[src/rsso_pkg.sv]
// rsso_pkg: shared constants and types for the rotate/subtract/skip datapath
`default_nettype none
package rsso_pkg;

    // -------------------------------------------------------------------------
    // widths and field positions
    // -------------------------------------------------------------------------
    localparam int unsigned DATA_W  = 8;            // byte width
    localparam int unsigned NIB_W   = 4;            // nibble width for half carry
    localparam int unsigned MSB_POS = DATA_W - 1;   // bit 7
    localparam int unsigned LSB_POS = 0;            // bit 0

    // -------------------------------------------------------------------------
    // reset value and byte constants
    // -------------------------------------------------------------------------
    localparam logic [DATA_W-1:0] WORK_RST = 8'h00;
    localparam logic [DATA_W-1:0] ONE_BYTE = 8'h01;
    localparam logic [DATA_W-1:0] NULL_BYTE = 8'h00;

    // -------------------------------------------------------------------------
    // operation codes
    // -------------------------------------------------------------------------
    typedef enum logic [2:0] {
        OP_ROTATE_RIGHT_TO_WORKING        = 3'h0,
        OP_ROTATE_RIGHT_THRU_FLAG_MEM     = 3'h1,
        OP_ROTATE_THRU_FLAG_TO_WORKING    = 3'h2,
        OP_SUBTRACT_WITH_BORROW_TO_WORKING = 3'h3,
        OP_SUBTRACT_WITH_BORROW_TO_MEM    = 3'h4,
        OP_DECREMENT_SKIP_ON_NULL         = 3'h5
    } rsso_op_e;

    // -------------------------------------------------------------------------
    // sequencer states, one-hot
    // -------------------------------------------------------------------------
    typedef enum logic [1:0] {
        ST_IDLE  = 2'h1,
        ST_DUMMY = 2'h2
    } rsso_state_e;

    // -------------------------------------------------------------------------
    // carriers
    // -------------------------------------------------------------------------
    typedef struct packed {
        logic signed_range_flag;
        logic zero;
        logic half_carry_flag;
        logic carry;
    } rsso_flags_s;

    typedef struct packed {
        rsso_op_e          op;
        logic [DATA_W-1:0] mem_byte;
    } rsso_req_s;

    typedef struct packed {
        logic              mem_we;
        logic [DATA_W-1:0] mem_wdata;
    } rsso_wr_s;

endpackage : rsso_pkg
`default_nettype wire

[src/rsso_core.sv]
// rsso_core: execution datapath for rotate, subtract-with-borrow and decrement-skip
`timescale 1ns/100ps
`default_nettype none
module rsso_core (
    // clock and reset
    input  wire logic                         mclk_i,
    input  wire logic                         srst_i,
    // operation request from the sequencer
    input  wire logic                         op_valid_i,
    input  wire rsso_pkg::rsso_req_s          op_req_i,
    output logic                              op_ready_o,
    // working register and flag load from the rest of the core
    input  wire logic                         work_load_i,
    input  wire logic [rsso_pkg::DATA_W-1:0]  work_load_data_i,
    input  wire logic                         flags_load_i,
    input  wire rsso_pkg::rsso_flags_s        flags_load_data_i,
    // results
    output logic                              done_o,
    output rsso_pkg::rsso_wr_s                mem_wr_o,
    output logic [rsso_pkg::DATA_W-1:0]       working_register_o,
    output rsso_pkg::rsso_flags_s             flags_o,
    output logic                              skip_o,
    output logic                              dummy_o
);

    // -------------------------------------------------------------------------
    // state
    // -------------------------------------------------------------------------
    logic [rsso_pkg::DATA_W-1:0] work_r;
    rsso_pkg::rsso_flags_s       flags_r;
    rsso_pkg::rsso_wr_s          wr_r;
    rsso_pkg::rsso_state_e       state_r;
    rsso_pkg::rsso_state_e       state_nxt;
    logic                        done_r;
    logic                        skip_r;

    // -------------------------------------------------------------------------
    // combinational results
    // -------------------------------------------------------------------------
    logic                        take;
    logic [rsso_pkg::DATA_W-1:0] m;
    logic [rsso_pkg::DATA_W-1:0] rot_plain;
    logic [rsso_pkg::DATA_W-1:0] rot_carry;
    logic [rsso_pkg::DATA_W:0]   diff_full;
    logic [rsso_pkg::NIB_W:0]    diff_nib;
    logic [rsso_pkg::DATA_W-1:0] diff;
    logic                        borrow_in;
    logic                        ovf;
    logic [rsso_pkg::DATA_W-1:0] dec;
    logic                        dec_null;
    rsso_pkg::rsso_flags_s       sub_flags;

    // a request is taken only outside the dummy cycle
    assign take       = op_valid_i && (state_r == rsso_pkg::ST_IDLE);
    assign op_ready_o = (state_r == rsso_pkg::ST_IDLE);
    assign m          = op_req_i.mem_byte;

    // plain rotate: old bit 0 lands in bit 7
    assign rot_plain = {m[rsso_pkg::LSB_POS], m[rsso_pkg::MSB_POS:rsso_pkg::LSB_POS+1]};

    // nine-bit rotate: old carry lands in bit 7
    assign rot_carry = {flags_r.carry, m[rsso_pkg::MSB_POS:rsso_pkg::LSB_POS+1]};

    // subtract with borrow: the borrow is the inverted carry
    assign borrow_in = ~flags_r.carry;
    assign diff_full = {1'b0, work_r} - {1'b0, m}
                     - {{rsso_pkg::DATA_W{1'b0}}, borrow_in};
    assign diff_nib  = {1'b0, work_r[rsso_pkg::NIB_W-1:0]} - {1'b0, m[rsso_pkg::NIB_W-1:0]}
                     - {{rsso_pkg::NIB_W{1'b0}}, borrow_in};
    assign diff      = diff_full[rsso_pkg::DATA_W-1:0];
    assign ovf       = (work_r[rsso_pkg::MSB_POS] ^ m[rsso_pkg::MSB_POS])
                     & (work_r[rsso_pkg::MSB_POS] ^ diff[rsso_pkg::MSB_POS]);

    // flags after a subtraction; carry is the complement of the borrow out
    always_comb
    begin
        sub_flags.signed_range_flag = ovf;
        sub_flags.zero              = (diff == rsso_pkg::NULL_BYTE);
        sub_flags.half_carry_flag   = ~diff_nib[rsso_pkg::NIB_W];
        sub_flags.carry             = ~diff_full[rsso_pkg::DATA_W];
    end

    // decrement for the skip operation
    assign dec      = m - rsso_pkg::ONE_BYTE;
    assign dec_null = (dec == rsso_pkg::NULL_BYTE);

    // -------------------------------------------------------------------------
    // working register
    // -------------------------------------------------------------------------
    // an operation result wins over an outside load in the same cycle
    always_ff @(posedge mclk_i)
    begin
        if (srst_i)
        begin
            work_r <= rsso_pkg::WORK_RST;
        end
        else if (take)
        begin
            unique case (op_req_i.op)
                rsso_pkg::OP_ROTATE_RIGHT_TO_WORKING:         work_r <= rot_plain;
                rsso_pkg::OP_ROTATE_THRU_FLAG_TO_WORKING:     work_r <= rot_carry;
                rsso_pkg::OP_SUBTRACT_WITH_BORROW_TO_WORKING: work_r <= diff;
                default:                                      work_r <= work_r;
            endcase
        end
        else if (work_load_i)
        begin
            work_r <= work_load_data_i;
        end
    end

    // -------------------------------------------------------------------------
    // status flags
    // -------------------------------------------------------------------------
    // plain rotate and decrement-skip leave every flag alone
    always_ff @(posedge mclk_i)
    begin
        if (srst_i)
        begin
            flags_r <= '0;
        end
        else if (take)
        begin
            unique case (op_req_i.op)
                rsso_pkg::OP_ROTATE_RIGHT_THRU_FLAG_MEM,
                rsso_pkg::OP_ROTATE_THRU_FLAG_TO_WORKING:
                    flags_r.carry <= m[rsso_pkg::LSB_POS];
                rsso_pkg::OP_SUBTRACT_WITH_BORROW_TO_WORKING,
                rsso_pkg::OP_SUBTRACT_WITH_BORROW_TO_MEM:
                    flags_r <= sub_flags;
                default:
                    flags_r <= flags_r;
            endcase
        end
        else if (flags_load_i)
        begin
            flags_r <= flags_load_data_i;
        end
    end

    // -------------------------------------------------------------------------
    // memory write-back
    // -------------------------------------------------------------------------
    // working-destination operations never raise the write strobe
    always_ff @(posedge mclk_i)
    begin
        if (srst_i)
        begin
            wr_r <= '0;
        end
        else if (take)
        begin
            unique case (op_req_i.op)
                rsso_pkg::OP_ROTATE_RIGHT_THRU_FLAG_MEM:
                    wr_r <= '{mem_we: 1'b1, mem_wdata: rot_carry};
                rsso_pkg::OP_SUBTRACT_WITH_BORROW_TO_MEM:
                    wr_r <= '{mem_we: 1'b1, mem_wdata: diff};
                rsso_pkg::OP_DECREMENT_SKIP_ON_NULL:
                    wr_r <= '{mem_we: 1'b1, mem_wdata: dec};
                default:
                    wr_r <= '{mem_we: 1'b0, mem_wdata: wr_r.mem_wdata};
            endcase
        end
        else
        begin
            wr_r.mem_we <= 1'b0;
        end
    end

    // -------------------------------------------------------------------------
    // completion and skip
    // -------------------------------------------------------------------------
    // skip only when the decremented byte reaches zero
    always_ff @(posedge mclk_i)
    begin
        if (srst_i)
        begin
            done_r <= 1'b0;
            skip_r <= 1'b0;
        end
        else
        begin
            done_r <= take;
            skip_r <= take && (op_req_i.op == rsso_pkg::OP_DECREMENT_SKIP_ON_NULL)
                      && dec_null;
        end
    end

    // -------------------------------------------------------------------------
    // sequencer: one dummy cycle after a taken skip
    // -------------------------------------------------------------------------
    always_comb
    begin
        state_nxt = state_r;
        unique case (state_r)
            rsso_pkg::ST_IDLE:
            begin
                if (take && (op_req_i.op == rsso_pkg::OP_DECREMENT_SKIP_ON_NULL) && dec_null)
                begin
                    state_nxt = rsso_pkg::ST_DUMMY;
                end
            end
            rsso_pkg::ST_DUMMY:
            begin
                state_nxt = rsso_pkg::ST_IDLE;
            end
            default:
            begin
                state_nxt = rsso_pkg::ST_IDLE;
            end
        endcase
    end

    // state register
    always_ff @(posedge mclk_i)
    begin
        if (srst_i)
        begin
            state_r <= rsso_pkg::ST_IDLE;
        end
        else
        begin
            state_r <= state_nxt;
        end
    end

    // -------------------------------------------------------------------------
    // outputs
    // -------------------------------------------------------------------------
    assign done_o             = done_r;
    assign mem_wr_o           = wr_r;
    assign working_register_o = work_r;
    assign flags_o            = flags_r;
    assign skip_o             = skip_r;
    assign dummy_o            = (state_r == rsso_pkg::ST_DUMMY);

endmodule : rsso_core
`default_nettype wire

[config.mk]
export PLATFORM = sky130hd
export DESIGN_NAME = rsso_core
export DESIGN_NICKNAME = d
export VERILOG_FILES = /design/src/rsso_pkg.sv /design/src/rsso_core.sv
export SDC_FILE = /design/constraint.sdc
export NUM_CORES = 1
export LEC_CHECK = 0
export BUFFER_PORTS_ARGS = -buffer_cell sky130_fd_sc_hd__buf_4
export CORE_MARGIN = 4
export CORE_UTILIZATION = 52
export CTS_CLUSTER_SIZE = 25
export DETAILED_ROUTE_END_ITERATION = 6
export PLACE_DENSITY_LB_ADDON = 0.3
export REMOVE_ABC_BUFFERS = 1
export SLEW_MARGIN = 20
export SYNTH_ARGS = -nofsm -noshare
export SYNTH_HDL_FRONTEND = slang
export SYNTH_SLANG_ARGS = --single-unit
[constraint.sdc]
create_clock -name mclk_i -period 2.35 [get_ports mclk_i]
set_input_delay 0.1175 -clock mclk_i [delete_from_list [all_inputs] [get_ports mclk_i]]
set_output_delay 0.1175 -clock mclk_i [all_outputs]
set_load 0.01 [all_outputs]
Word-level counts from Yosys, hierarchy flattened:

Cells that the tools add are included.

* $add $sub $neg: 5
* multiply operators: 0
* divide/modulo/power cells: 0
* order comparisons: 0
* equality and inequality tests: 10
* shift-type cells: 0
* mux-type cells: 8
* bitwise logic cells: 8
* reduce and logical (&&, ||, !) cells: 17

Operators by type and width (number)
* $pmux 9 s3: 1
* $pmux 8 s3: 1
* $logic_not 8->1: 2
* $mux 8: 2
* $sub 8x8->9: 1
* $sub 9x1->9: 1
* $mux 4: 2
* $reduce_and 2->1: 4
* $reduce_or 2->1: 4
* $sub 8x1->8 const B: 1
* $eq 3x2->1 const B: 2
* $eq 3x3->1 const B: 2
* $not 1->1: 5
* $sub 4x4->5: 1
* $sub 5x1->5: 1
* $ne 4x1->1 const B: 1
* $reduce_bool 2->1: 2
* $eq 3x1->1 const B: 1
* $logic_and 1x1->1: 3
* $logic_not 3->1: 1
* $mux 3: 1
* $ne 3x1->1 const B: 1
* $reduce_bool 3->1: 1
* $eq 2x1->1 const B: 1
* 5 further kinds: 6

* flip-flop bits (word level): 25
* bits in latches: 0
* RAM bits: 0
* bits in read-only memories: 0
* bits of input ports: 28
* output and inout port bits: 25
* word-level logic and storage cells: 58
* memories: 0

Logic depth before layout (Yosys ltp):

* depth after elaboration: 6
* gate-level depth with buffers: 10
* depth with buffers taken out: 9

Least setup slack after synthesis:

Ideal clock, no wire load.

* kind: flip-flop to flip-flop
* from: register flags_r, in the netlist flags_o[0]
* to: register flags_r, in the netlist flags_o[2]
* library setup time: 69 ps
* arrival: 2146 ps
* data required time: 2281 ps
* path slack: 135 ps
* cell stages (with the launch flop): 10
* buffers on the path: 0
* clock period less this slack: 2215 ps
* cells stage by stage: dfxtp_1 -> inv_1 -> fa_1 -> inv_1 -> ha_1 -> nand2_1 -> a311oi_1 -> or4_1 -> a22o_1 -> o21ai_1

* word-level cells in the longest chain between the ends: 5

RTL lines
* from (decl): RTL line rsso_core.sv:30 `rsso_pkg::rsso_flags_s flags_r;`
* from (signal assigned): RTL line rsso_core.sv:130 `flags_r <= sub_flags;`
* from (signal assigned): RTL line rsso_core.sv:132 `flags_r <= flags_r;`
* from (signal assigned): RTL line rsso_core.sv:137 `flags_r <= flags_load_data_i;`
* $not 1->1: RTL line rsso_core.sv:65 `assign borrow_in = ~flags_r.carry;`
* $sub 9x1->9: RTL line rsso_core.sv:67 `- {{rsso_pkg::DATA_W{1'b0}}, borrow_in};`
* $logic_not 8->1: RTL line rsso_core.sv:78 `sub_flags.zero = (diff == rsso_pkg::NULL_BYTE);`
* $mux 3: RTL line rsso_core.sv:124 `unique case (op_req_i.op)`
* $mux 4: RTL line rsso_core.sv:122 `else if (take)`

Every way passes these cells. The select of a mux whose other input is x is not followed.
A chain may end at the register's enable or synchronous reset.

Worst setup path in the final report:

* from: register flags_r, in the netlist flags_o[0]
* to: register work_r, in the netlist working_register_o[0]

* word-level cells in the longest chain between the ends: 4

RTL lines
* $not 1->1: RTL line rsso_core.sv:65
* $sub 9x1->9: RTL line rsso_core.sv:67
* $pmux 8 s3: RTL line rsso_core.sv:99 `unique case (op_req_i.op)`
* $mux 8: RTL line rsso_core.sv:97 `else if (take)`
* to (signal assigned): RTL line rsso_core.sv:100 `rsso_pkg::OP_ROTATE_RIGHT_TO_WORKING: work_r <= rot_plain;`
* to (signal assigned): RTL line rsso_core.sv:101 `rsso_pkg::OP_ROTATE_THRU_FLAG_TO_WORKING: work_r <= rot_carry;`
* to (signal assigned): RTL line rsso_core.sv:102 `rsso_pkg::OP_SUBTRACT_WITH_BORROW_TO_WORKING: work_r <= diff;`
* to (decl): RTL line rsso_core.sv:29 `logic [rsso_pkg::DATA_W-1:0] work_r;`

Every way passes these cells.

==> results.py <==
metrics = {
    "placed_design": {
        "dpl.hpwl_um": 4930,
        "portBuffers": 52,
        "dp.cells": 380,
        "routabilityCongestion": 0.982,
        "pre_cts_slack_ps": 83.9,
    },
    "cts": {
        "cts_max_level": 1,
        "ctsHoldBuffers": 0,
        "post-cts-setup-buffers": 0,
        "tritoncts": "done",
        "cts_resized": 0,
        "clk_latency_ps": 270,
        "clockBufferDepth": 2,
        "clkTransAtPathRegs_ps": 90,
        "cts_buffers": 3,
        "root_buffer": "clkbuf_8",
        "clock-sinks": 25,
    },
    "yosys": {
        "synth_ff_type": "dfxtp_1",
        "synth_fa_ha_area_share_pct": 11.3,
        "synthMuxAreaShare_pct": 0.940,
        "synth-compound-area-share_pct": 24.7,
        "ys_types": 57,
        "ys_async_sr_fraction_pct": 0,
        "avgSynthCellArea_um2": 7.58,
        "syn_area_um2": 2130,
        "ys_seq_area_share_pct": 23.5,
        "yosys_register_bits": 25,
        "synth-simple-area-share_pct": 27.0,
        "synthCells": 281,
        "synth_xor_area_share_pct": 4.76,
        "yosys_warnings": 0,
        "synth_top_family_by_area": "simple AND/OR/NAND/NOR gates",
        "synth-edff-count": 0,
    },
    "die": {
        "coreArea_um2": 3970,
        "pin_count": 53,
        "die-area_um2": 5190,
        "num_rows": 23,
        "die_width_um": 72.0,
        "fp.dieH_um": 72.0,
        "start_util_pct": 53.7,
    },
    "global_route": {
        "grtUsageTotal_pct": 25.7,
        "antenna_found_initial": 0,
        "grt_max_degree": 20,
        "grt_pass1_wl_um": 10600,
        "overflow": 0,
        "grt_pass1_vias": 2166,
    },
    "sta": {
        "slew_viol_final": 0,
        "fin_crit_ps": 2260,
        "rsz0062_at_grt": "yes",
        "max_freq_ghz": 0.442,
        "setup_viol": 0,
        "fin_crit_sh_pct": 96.3,
        "fin_worst_skew_ps": 3.10,
        "worst_pin_slew_ps": 704,
        "setup_slack_ps": 87.2,
        "final-hold-violation-count": 0,
        "relSlewSlack_pct": 53.0,
        "holdWs_ps": 118,
    },
    "layout": {
        "final_cell_mix": "buf_4, nand2_1, inv_1, nor2_1, dfxtp_1",
        "fin_util_pct": 68.0,
        "final_cells": 384,
        "n_antenna_cell": 0,
        "fin_nets": 381,
        "area_growth_pct": 26.7,
        "final_common_cell": "buf_4",
        "drive_above_1_share_pct": 24.6,
    },
    "run_status": {
        "outcome": "finished, final reports clean",
    },
    "power": {
        "peakVddDrop_mv": 0.327,
        "power_density_nw_per_um2": 520,
        "power_leakage_nw": 1.18,
    },
    "critical_path": {
        "path_max_fanout": 3,
        "end_kind": "flop",
        "worstSetupPathType": "flop to flop",
        "critPathLaunchType": "flop",
        "cp.required_ps": 2530,
        "crit_arrival_ps": 2440,
    },
    "detailed_routing": {
        "firstDrtPassIters": 4,
        "drt_iter0_drc": 210,
        "ant_nets": 0,
        "wl_um": 6410,
        "drc": 0,
        "num_vias": 2290,
        "post_drt_via_cell_ratio": 5.96,
        "wl_met3_um": 582,
        "routed.top_layer": "met4",
        "wl_met1_um": 2720,
        "routedWlPerCell_um": 16.7,
        "routed-wl-met2_um": 2990,
    },
    "hold_path": {
        "hold_path.class": "input port to flop",
    },
    "job": {
        "maxCapViolations": 0,
    },
}
## state kept, by name, indices dropped and copies added, names as in the netlist
name,flops
working_register_o,8
done_o,1
mem_wr_o,9
state_r,2
flags_o,4
skip_o,1
## path summary, 6_finish.rpt
| check | start | to | slack [ps] | cells past startpoint |
|---|---|---|---|---|
| min | flags_load_data_i[1] | flags_o[1] | 120 | 3 |
| min reg2reg | working_register_o[4] | working_register_o[4] | 500 | 2 |
| max reg2reg | flags_o[0] | working_register_o[0] | 90 | 9 |
| max | flags_o[0] | working_register_o[0] | 90 | 9 |
## per-stage QoR
| step | power [W] | TNS, ps | instance area [um^2] |
|---|---|---|---|
| finish | 0.00140 | 0 | 2700 |
| global route | 0.00150 | -72.1 | 2700 |
| CTS | 0.00137 | 0 | 2630 |
| detailed placement | 0.00110 | 0 | 2590 |
| global placement | 0.00109 | 0 | 2590 |
| floorplan | 0.000858 | 0 | 2070 |
## cells by family (layout without fill, tap and decap cells)
| kind of cell | after synthesis | after routing |
|---|---|---|
| and+or+nand+nor | 109 | 109 |
| buffers and inverters | 40 | 93 |
| DFF | 25 | 25 |
| muxes | 2 | 2 |
| adders and majority gates | 18 | 18 |
| AOI/OAI and AO/OA | 77 | 77 |
| xor gates and xnor gates | 10 | 10 |
## critical path, stage by stage, from the launching register on
cell	delay, ps
dfxtp_1	340
inv_1	70
fa_2	550
inv_1	50
ha_1	300
xor2_2	220
nor2_1	70
a211oi_1	270
a211oi_1	80
a211oi_1	220
## per-layer routing
metal,global-route usage (%),up-vias
li1,-,1130
met3,5.82,10
met2,40.5,104
met4,8.35,0
met1,34.8,1046
met5,0,-
## synth_stat cells, types with 4 or more instances
| master | n | area [um^2] |
|---|---|---|
| a211oi_1 | 5 | 37.5 |
| a21oi_1 | 19 | 95.1 |
| a221oi_1 | 6 | 52.6 |
| buf_2 | 4 | 20.0 |
| clkbuf_1 | 4 | 15.0 |
| dfxtp_1 | 25 | 500 |
| ha_1 | 16 | 200 |
| inv_1 | 28 | 105 |
| nand2_1 | 30 | 113 |
| nand3_1 | 7 | 35.0 |
| nor2_1 | 25 | 93.8 |
| nor2b_1 | 6 | 37.5 |
| nor3_1 | 8 | 40.0 |
| nor4_1 | 4 | 25.0 |
| o211ai_1 | 7 | 52.6 |
| o21ai_0 | 15 | 75.1 |
| or3_1 | 4 | 25.0 |
| xnor2_1 | 4 | 35.0 |
| xor2_1 | 5 | 43.8 |
## power by group
part           switching [W]  internal [W]  leakage [nW]
registers          0.0000172      0.000452         0.206
clock network       0.000143      0.000121        0.0228
logic               0.000366      0.000303         0.949
## cell type report
type,count,area (um^2)
Tap cell,50,62.6
Timing Repair Buffer,61,458
Fill cell,353,1270
Inverter,28,105
Sequential cell,25,502
Multi-Input combinational cell,216,1530
Clock buffer,4,45.0
Note: power is estimated with default switching activity, not from simulation.
